==> config.mk <==
export PLATFORM = sky130hd
export DESIGN_NAME = tmrps_timer
export DESIGN_NICKNAME = d
export VERILOG_FILES = /design/src/hdl/tmrps_pkg.sv /design/src/hdl/tmrps_phase_gen.sv /design/src/hdl/tmrps_prescaler.sv /design/src/hdl/tmrps_timer.sv
export SDC_FILE = /design/constraint.sdc
export NUM_CORES = 1
export LEC_CHECK = 0
export BUFFER_PORTS_ARGS = -buffer_cell sky130_fd_sc_hd__buf_2
export CAP_MARGIN = 0
export CORE_ASPECT_RATIO = 0.9
export CORE_UTILIZATION = 40
export DETAILED_ROUTE_END_ITERATION = 8
export GPL_ROUTABILITY_DRIVEN = 0
export MAX_ROUTING_LAYER = met4
export PLACE_DENSITY = 0.75
export RECOVER_POWER = 100
export SYNTH_ARGS = -nofsm -noshare
export SYNTH_HDL_FRONTEND = slang
export SYNTH_SLANG_ARGS = --single-unit
==> constraint.sdc <==
create_clock -name clk -period 4.3 [get_ports clk]
set_input_delay 1.075 -clock clk [delete_from_list [all_inputs] [get_ports clk]]
set_output_delay 1.075 -clock clk [all_outputs]
set_load 0.03 [all_outputs]
==> src/hdl/tmrps_pkg.sv <==
package tmrps_pkg;

   // ----------------------------------------------------------------
   // register map (word index, byte address is index * 4)
   // ----------------------------------------------------------------
   localparam logic [7:0] OFS_COUNT = 8'h01;
   localparam logic [7:0] OFS_OPTION = 8'h81;
   localparam logic [7:0] OFS_INTCTL = 8'h0b;
   localparam logic [7:0] OFS_WDCTL = 8'h90;
   localparam logic [7:0] OFS_WDSTAT = 8'h91;

   // ----------------------------------------------------------------
   // field positions and reset values
   // ----------------------------------------------------------------
   localparam int OPT_CS_BIT = 5;
   localparam int OPT_SE_BIT = 4;
   localparam int OPT_PA_BIT = 3;
   localparam int INT_IE_BIT = 5;
   localparam int INT_IF_BIT = 2;
   localparam int WD_CLR_BIT = 0;
   localparam int WD_RUN_BIT = 1;
   localparam int WD_SLEEP_BIT = 2;
   localparam logic [7:0] OPTION_RST = 8'hff;
   localparam logic [7:0] COUNT_RST = 8'h00;
   localparam logic [7:0] COUNT_MAX = 8'hff;

   // ----------------------------------------------------------------
   // timing
   // ----------------------------------------------------------------
   localparam int PHASES = 4;
   localparam logic [1:0] PH_SECOND = 2'h1;
   localparam logic [1:0] PH_FOURTH = 2'h3;
   localparam int INHIBIT_CYC = 2;
   localparam int PS_WIDTH = 8;
   localparam int WD_DIV_WIDTH = 16;

   // ----------------------------------------------------------------
   // carriers
   // ----------------------------------------------------------------
   typedef struct packed {
      logic [1:0] unused_hi;
      logic clock_source_select;
      logic source_edge_select;
      logic prescaler_assign;
      logic [2:0] prescale_ratio_field;
   } tmrps_option_t;

   typedef struct packed {
      logic [7:0] adr;
      logic [31:0] dat;
      logic [3:0] sel;
      logic we;
      logic cyc;
      logic stb;
   } tmrps_wb_req_t;

   typedef enum logic [1:0] {
      TMRPS_IDLE,
      TMRPS_ACK
   } tmrps_bus_state_t;

endpackage

==> src/hdl/tmrps_phase_gen.sv <==
`timescale 1ns/10ps
// instruction cycle divider: four phases per instruction cycle, pulses on the second and fourth
module tmrps_phase_gen
(
   input wire logic clk,
   input wire logic srst,
   input wire logic run,
   output logic second_phase_clock,
   output logic fourth_phase_clock,
   output logic instr_cycle
);

   logic [1:0] phase_reg;
   logic [1:0] phase_next;

   always_comb
   begin
      phase_next = phase_reg;
      if (run)
      begin
         phase_next = phase_reg + 2'h1;
      end
   end

   always_ff @(posedge clk)
   begin
      if (srst)
      begin
         phase_reg <= 2'h0;
      end
      else
      begin
         phase_reg <= phase_next;
      end
   end

   assign second_phase_clock = run && (phase_reg == tmrps_pkg::PH_SECOND);
   assign fourth_phase_clock = run && (phase_reg == tmrps_pkg::PH_FOURTH);
   assign instr_cycle = fourth_phase_clock;

endmodule

==> src/hdl/tmrps_prescaler.sv <==
`timescale 1ns/10ps
// shared divider; count is never visible to software
module tmrps_prescaler
#(
   parameter int WIDTH = tmrps_pkg::PS_WIDTH
)
(
   input wire logic clk,
   input wire logic srst,
   input wire logic clear,
   input wire logic tick,
   input wire logic [2:0] ratio,
   input wire logic timer_side,
   output logic out_level
);

   logic [WIDTH-1:0] cnt_reg;
   logic [WIDTH-1:0] cnt_next;
   logic [3:0] tap;

   always_comb
   begin
      cnt_next = cnt_reg;
      if (clear)
      begin
         cnt_next = '0;
      end
      else if (tick)
      begin
         cnt_next = cnt_reg + {{(WIDTH-1){1'b0}}, 1'b1};
      end
   end

   always_ff @(posedge clk)
   begin
      if (srst)
      begin
         cnt_reg <= '0;
      end
      else
      begin
         cnt_reg <= cnt_next;
      end
   end

   // timer side divides by 2..256, watchdog side by 1..128
   always_comb
   begin
      tap = {1'b0, ratio};
      if (!timer_side)
      begin
         tap = {1'b0, ratio} - 4'h1;
      end
   end

   assign out_level = (!timer_side && ratio == 3'h0) ? tick : cnt_reg[tap[2:0]];

endmodule

==> src/hdl/tmrps_timer.sv <==
// The implementer's own choice: the Wishbone slave port.
`timescale 1ns/10ps
// ------------------------------------------------------------------
// ------------------------------------------------------------------
module tmrps_timer
#(
   parameter int WD_WIDTH = tmrps_pkg::WD_DIV_WIDTH
)
(
   input wire logic clk,
   input wire logic srst,
   input wire logic [31:0] wb_adr_i,
   input wire logic [31:0] wb_dat_i,
   input wire logic [3:0] wb_sel_i,
   input wire logic wb_we_i,
   input wire logic wb_cyc_i,
   input wire logic wb_stb_i,
   output logic [31:0] wb_dat_o,
   output logic wb_ack_o,
   input wire logic external_count_input,
   input wire logic sleep,
   output logic overflow_irq,
   output logic watchdog_tick
);

   // ----------------------------------------------------------------
   // bus front end
   // ----------------------------------------------------------------
   tmrps_pkg::tmrps_wb_req_t req;
   tmrps_pkg::tmrps_bus_state_t bus_state_reg;
   tmrps_pkg::tmrps_bus_state_t bus_state_next;
   logic [31:0] rdata_reg;
   logic [31:0] rdata_next;
   logic take;
   logic wr;
   logic lane0;
   logic hit_count;
   logic hit_option;
   logic hit_intctl;
   logic hit_wdctl;
   logic hit_wdstat;

   assign req = '{adr: wb_adr_i[9:2], dat: wb_dat_i, sel: wb_sel_i, we: wb_we_i, cyc: wb_cyc_i, stb: wb_stb_i};
   assign take = req.cyc && req.stb && (bus_state_reg == tmrps_pkg::TMRPS_IDLE);
   assign lane0 = req.sel[0];
   assign wr = take && req.we && lane0;
   assign hit_count = (req.adr == tmrps_pkg::OFS_COUNT);
   assign hit_option = (req.adr == tmrps_pkg::OFS_OPTION);
   assign hit_intctl = (req.adr == tmrps_pkg::OFS_INTCTL);
   assign hit_wdctl = (req.adr == tmrps_pkg::OFS_WDCTL);
   assign hit_wdstat = (req.adr == tmrps_pkg::OFS_WDSTAT);

   // ----------------------------------------------------------------
   // registers
   // ----------------------------------------------------------------
   tmrps_pkg::tmrps_option_t option_reg;
   tmrps_pkg::tmrps_option_t option_next;
   logic [7:0] count_reg;
   logic [7:0] count_next;
   logic overflow_flag_reg;
   logic overflow_flag_next;
   logic overflow_irq_enable_reg;
   logic overflow_irq_enable_next;
   logic wd_run_reg;
   logic wd_run_next;
   logic [1:0] inhibit_reg;
   logic [1:0] inhibit_next;
   logic [WD_WIDTH-1:0] wd_div_reg;
   logic [WD_WIDTH-1:0] wd_div_next;
   logic samp_reg;
   logic samp_next;
   logic samp_prev_reg;
   logic samp_prev_next;

   // ----------------------------------------------------------------
   // phase clocks and source selection
   // ----------------------------------------------------------------
   logic second_phase_clock;
   logic fourth_phase_clock;
   logic instr_cycle;
   logic awake;
   logic timer_owns;
   logic ext_level;
   logic src_tick;
   logic ext_rise;
   logic ps_out;
   logic ps_clear;
   logic ps_tick;
   logic src_level;
   logic edge_seen;
   logic count_write;
   logic wd_clear;
   logic inc;

   assign awake = !sleep;

   tmrps_phase_gen u_phase
   (
      .clk(clk),
      .srst(srst),
      .run(awake),
      .second_phase_clock(second_phase_clock),
      .fourth_phase_clock(fourth_phase_clock),
      .instr_cycle(instr_cycle)
   );

   assign timer_owns = !option_reg.prescaler_assign;
   // edge select: xor turns the falling edge into a rising one
   assign ext_level = external_count_input ^ option_reg.source_edge_select;
   assign count_write = wr && hit_count;
   assign wd_clear = wr && hit_wdctl && req.dat[tmrps_pkg::WD_CLR_BIT];

   // timer source pulse: instruction cycle, or a pin rise (sampled, or raw into the divider)
   assign src_tick = option_reg.clock_source_select ? (timer_owns ? ext_rise : edge_seen) : instr_cycle;
   // watchdog side ticks on its own divider carry
   assign ps_tick = timer_owns ? src_tick : (wd_run_reg && instr_cycle && (&wd_div_reg));
   assign ps_clear = timer_owns ? count_write : wd_clear;

   tmrps_prescaler #(.WIDTH(tmrps_pkg::PS_WIDTH)) u_ps
   (
      .clk(clk),
      .srst(srst),
      .clear(ps_clear),
      .tick(ps_tick),
      .ratio(option_reg.prescale_ratio_field),
      .timer_side(timer_owns),
      .out_level(ps_out)
   );

   // without a prescaler the pin level itself goes to the sampler
   assign src_level = option_reg.prescaler_assign ? ext_level : ps_out;

   // ----------------------------------------------------------------
   // synchroniser: sample on second and fourth phases
   // ----------------------------------------------------------------
   always_comb
   begin
      samp_next = samp_reg;
      samp_prev_next = samp_prev_reg;
      if (second_phase_clock || fourth_phase_clock)
      begin
         samp_next = src_level;
         samp_prev_next = samp_reg;
      end
   end

   always_ff @(posedge clk)
   begin
      if (srst)
      begin
         // high: under the reset edge select a low pin gives no false count
         samp_reg <= 1'b1;
         samp_prev_reg <= 1'b1;
      end
      else
      begin
         samp_reg <= samp_next;
         samp_prev_reg <= samp_prev_next;
      end
   end

   // every sample pair is judged once, so one edge never counts twice
   assign edge_seen = (second_phase_clock || fourth_phase_clock) && samp_reg && !samp_prev_reg;

   // edge detects around the timer-owned divider
   logic ps_prev_reg;
   logic ps_prev_next;
   logic ps_edge;
   logic ext_prev_reg;
   logic ext_prev_next;

   always_comb
   begin
      ps_prev_next = ps_prev_reg;
      ext_prev_next = ext_level;
      if (fourth_phase_clock)
      begin
         ps_prev_next = samp_reg;
      end
   end

   always_ff @(posedge clk)
   begin
      if (srst)
      begin
         ps_prev_reg <= 1'b0;
         ext_prev_reg <= 1'b1;
      end
      else
      begin
         ps_prev_reg <= ps_prev_next;
         ext_prev_reg <= ext_prev_next;
      end
   end

   // divider output toggles twice per ratio; only rising counts
   assign ps_edge = timer_owns && fourth_phase_clock && samp_reg && !ps_prev_reg;
   // counter mode into the divider: raw pin rise, halted in sleep
   assign ext_rise = awake && ext_level && !ext_prev_reg;

   // ----------------------------------------------------------------
   // count, inhibit and overflow
   // ----------------------------------------------------------------
   // in timer mode with no prescaler the sampler is bypassed entirely
   assign inc = (option_reg.prescaler_assign ? src_tick : ps_edge) && awake && (inhibit_reg == 2'h0);

   always_comb
   begin
      count_next = count_reg;
      inhibit_next = inhibit_reg;
      overflow_flag_next = overflow_flag_reg;
      if (instr_cycle && inhibit_reg != 2'h0)
      begin
         inhibit_next = inhibit_reg - 2'h1;
      end
      if (count_write)
      begin
         count_next = req.dat[7:0];
         inhibit_next = 2'(tmrps_pkg::INHIBIT_CYC);
      end
      else if (inc)
      begin
         count_next = count_reg + 8'h01;
      end
      if (wr && hit_intctl)
      begin
         overflow_flag_next = req.dat[tmrps_pkg::INT_IF_BIT];
      end
      // set wins over a simultaneous software clear
      if (!count_write && inc && count_reg == tmrps_pkg::COUNT_MAX)
      begin
         overflow_flag_next = 1'b1;
      end
   end

   always_comb
   begin
      option_next = option_reg;
      overflow_irq_enable_next = overflow_irq_enable_reg;
      wd_run_next = wd_run_reg;
      wd_div_next = wd_div_reg;
      if (wr && hit_option)
      begin
         option_next = req.dat[7:0];
      end
      if (wr && hit_intctl)
      begin
         overflow_irq_enable_next = req.dat[tmrps_pkg::INT_IE_BIT];
      end
      if (wr && hit_wdctl)
      begin
         wd_run_next = req.dat[tmrps_pkg::WD_RUN_BIT];
      end
      if (wd_clear)
      begin
         wd_div_next = '0;
      end
      else if (wd_run_reg && instr_cycle)
      begin
         wd_div_next = wd_div_reg + {{(WD_WIDTH-1){1'b0}}, 1'b1};
      end
   end

   always_ff @(posedge clk)
   begin
      if (srst)
      begin
         option_reg <= tmrps_pkg::OPTION_RST;
         count_reg <= tmrps_pkg::COUNT_RST;
         inhibit_reg <= 2'h0;
         overflow_flag_reg <= 1'b0;
         overflow_irq_enable_reg <= 1'b0;
         wd_run_reg <= 1'b0;
         wd_div_reg <= '0;
      end
      else
      begin
         option_reg <= option_next;
         count_reg <= count_next;
         inhibit_reg <= inhibit_next;
         overflow_flag_reg <= overflow_flag_next;
         overflow_irq_enable_reg <= overflow_irq_enable_next;
         wd_run_reg <= wd_run_next;
         wd_div_reg <= wd_div_next;
      end
   end

   assign overflow_irq = overflow_flag_reg && overflow_irq_enable_reg;
   // watchdog time base: prescaler output when assigned, else own carry
   assign watchdog_tick = option_reg.prescaler_assign ? ps_out : (wd_run_reg && instr_cycle && (&wd_div_reg));

   // ----------------------------------------------------------------
   // bus slave: one wait state, read data from a register
   // ----------------------------------------------------------------
   always_comb
   begin
      bus_state_next = bus_state_reg;
      rdata_next = rdata_reg;
      unique case (bus_state_reg)
         tmrps_pkg::TMRPS_IDLE:
         begin
            if (take)
            begin
               bus_state_next = tmrps_pkg::TMRPS_ACK;
               rdata_next = 32'h0000_0000;
               if (hit_count)
               begin
                  rdata_next[7:0] = count_reg;
               end
               else if (hit_option)
               begin
                  rdata_next[7:0] = option_reg;
               end
               else if (hit_intctl)
               begin
                  rdata_next[tmrps_pkg::INT_IE_BIT] = overflow_irq_enable_reg;
                  rdata_next[tmrps_pkg::INT_IF_BIT] = overflow_flag_reg;
               end
               else if (hit_wdctl)
               begin
                  rdata_next[tmrps_pkg::WD_RUN_BIT] = wd_run_reg;
               end
               else if (hit_wdstat)
               begin
                  rdata_next[tmrps_pkg::WD_SLEEP_BIT] = sleep;
               end
            end
         end
         tmrps_pkg::TMRPS_ACK:
         begin
            bus_state_next = tmrps_pkg::TMRPS_IDLE;
         end
         default:
         begin
            bus_state_next = tmrps_pkg::TMRPS_IDLE;
         end
      endcase
   end

   always_ff @(posedge clk)
   begin
      if (srst)
      begin
         bus_state_reg <= tmrps_pkg::TMRPS_IDLE;
         rdata_reg <= 32'h0000_0000;
      end
      else
      begin
         bus_state_reg <= bus_state_next;
         rdata_reg <= rdata_next;
      end
   end

   assign wb_ack_o = (bus_state_reg == tmrps_pkg::TMRPS_ACK);
   assign wb_dat_o = rdata_reg;

endmodule

==> impl_metrics.yaml <==
critical_path:
  required_ns: 3.22
  cp.arrival_ns: 2.54
  start_kind: "input pin"
  path_class: "in2out"
  end_kind: "output pin"
  rrSetupSlack_ns: 2.10
  worstRegToRegCells: 7
  cp_max_fo: 12
place:
  dp_hpwl_mm: 4.76
  io_buffers: 34
  dp.cells: 495
clock_tree:
  path_clk_slew_ns: 0.06
  cts.sinks: 60
  numCtsBuffers: 9
  cts_root_buf: "clkbuf_8"
  cts_tree: "yes"
  postCtsSetupBuffers: 0
  insertion_delay_ns: 0.34
  ctsHoldBuffers: 0
  cts_buffer_depth: 2
  cts_resized: 0
  htreeDepth: 3
synth:
  ys_seq_area_share_pct: 36.6
  synth_seq_cells: 60
  async_reset_ff_share_pct: 0
  synthesis.instances: 378
  synth_cell_types: 56
  synth_common_cells: "60 x dfxtp_1, 52 x nor2_1, 28 x nand2_1"
  yosys-top-cells-area: "dfxtp_1 37%, nor2_1 5.9%, buf_4 5.5%"
  netlist.area_leader.share_pct: 36.6
  synth_area_per_cell_sq_um: 8.68
  synth_most_common_cell: "dfxtp_1"
  synth_edf_count: 0
  yosysWarnings: 0
  ys.flop_type: "dfxtp_1"
  synth_area_leader_cell: "dfxtp_1"
  synth_area_sq_um: 3280
die:
  coreArea_sq_um: 7730
  fp.dieW_um: 97.5
  start_util_pct: 42.4
  die_y_um: 87.9
  ioPinCount: 110
  die_area_sq_um: 8570
  rows: 30
worst_hold_path:
  hold_depth: 1
  hold_class: "reg2reg"
detailed_routing:
  dr.pass1.iters: 4
  dr.first_iter.drc_count: 142
  ant_nets: 0
  drc: 0
  wl_per_cell_um: 12.9
  wl_mm: 6.60
  via_count: 2661
  routed_via_density: 5.21
power:
  leakage_uw: 0.00139
  p_per_area_nw_per_um2: 326
  vdd_drop_max_mv: 0.128
timing:
  drv_slew: 40
  finalSetupViolCount: 0
  fin_setup_tns_ns: 0
  skew_ns: 0.00756
  fmax_mhz: 277
  period_needed_ns: 3.61
  max_slew.worst_pin.slew_ns: 1.68
  whs_ns: 0.445
  maxSlewHeadroom_pct: -11.8
  rsz0062_at_grt: "false"
  finalHoldViolCount: 0
  period_share_pct: 84.0
layout:
  diodes: 0
  drive_gt1_share_pct: 12.8
  syn2layout_area_growth_pct: 8.12
  stdcell_count: 511
  largest_reg_flops: 16
  nNetsFinal: 493
grt:
  use_met3_pct: 4.31
  grt_pass1_vias: 2286
  grt_pass1_wl_mm: 10.7
  track_usage_pct: 16.3
  met2_usage_pct: 25.2
  grt_antenna_before_repair: 0
  grt_max_degree: 40
  use_met1_pct: 20.7
  busiest_layer: "met2"
  grt_overflow: 0
outcome:
  outcome: "complete, but fails checks"
  violations: "capacitance limit, slew limit"
job:
  cap_violations: 1
==> path summary, 6_finish.rpt <==
check                       startpoint               end
setup / recovery                 sleep     watchdog_tick
hold / removal        bus_state_reg[0]  bus_state_reg[0]
setup reg to reg  u_phase.phase_reg[0]   u_ps.cnt_reg[2]
hold reg to reg       bus_state_reg[0]  bus_state_reg[0]
==> layer usage <==
layer | wire length (um) | part of all wire [%] | up-vias
li1 | - | - | 1356
met1 | 3160 | 48 | 1216
met2 | 2980 | 45 | 78
met3 | 375 | 5.7 | 11
met4 | 90 | 1.4 | 0
met5 | 0 | 0 | -
==> stage by stage <==
| step | worst slack, ns | total power [uW] | cell area, sq um | util [%] |
|---|---|---|---|---|
| after floorplan | 0.963 | 674 | 3370 | - |
| after global placement | 0.788 | 682 | 3410 | 44.1 |
| after detailed placement | 0.787 | 684 | 3410 | 44.1 |
| after CTS | 0.770 | 1170 | 3600 | 46.6 |
| after global routing | 0.458 | 1200 | 3550 | 45.9 |
| final | 0.686 | 1160 | 3550 | 45.9 |
==> worst max-delay path: stages <==
cell      delay [ns]
buf_2           0.17
and4b_1         0.35
nor3b_4         0.33
a31oi_1         0.13
a21oi_1         0.17
clkbuf_1        0.33
==> area by class of cell <==
type                    count  area (sq um)
flip-flops and latches     60          1200
well taps                  96           120
fillers                   760          4180
repair buffers             36           170
multi-input cells         295          1840
clock buffers               9           124
clock inverters             7          67.6
inverters                   8          30.0
==> layout by cell type, fill, tap and decap left out, types with 2 or more instances in the layout <==
cell type and instances:
dfxtp_1 60, nor2_1 52, nand2_1 30, conb_1 24, buf_2 22, a21oi_1 17, xnor2_1 17, a211oi_1 15
xor2_1 15, nand3_1 14, clkbuf_1 12, a211o_1 9, clkbuf_8 9, nand4_1 8, ha_1 8, inv_1 7
and3_2 7, nand2b_1 6, o21ai_0 6, and3_1 6, a22oi_1 6, o22ai_1 5, nor2b_1 5, o221ai_1 4
nor3_1 4, clkinv_2 4, and2_1 3, or3_1 3, mux2i_1 3, or2_2 2, a22o_1 2, a31oi_1 2
nor4_1 2, a311oi_1 2, clkinv_4 2, buf_4 2
==> where the power goes <==
| group | switching [uW] | internal, uW |
|---|---|---|
| Sequential | 5.64 | 565 |
| Combinational | 72.7 | 25.9 |
| Clock | 223 | 265 |
==> kinds of logic (layout without fill, tap and decap cells) <==
kind of cell	after synthesis	in the layout	synth area share, %
flip-flops	60	60	36.6
AO/OA/AOI/OAI	76	76	16.8
buffers and inverters	46	60	8.92
AND/OR/NAND/NOR	152	152	25.1
adder cells (fa/ha/maj)	8	8	3.05
XOR/XNOR	32	32	8.54
other	1	24	0.114
multiplexers	3	3	0.915
Note: power is estimated with default switching activity, not from simulation.
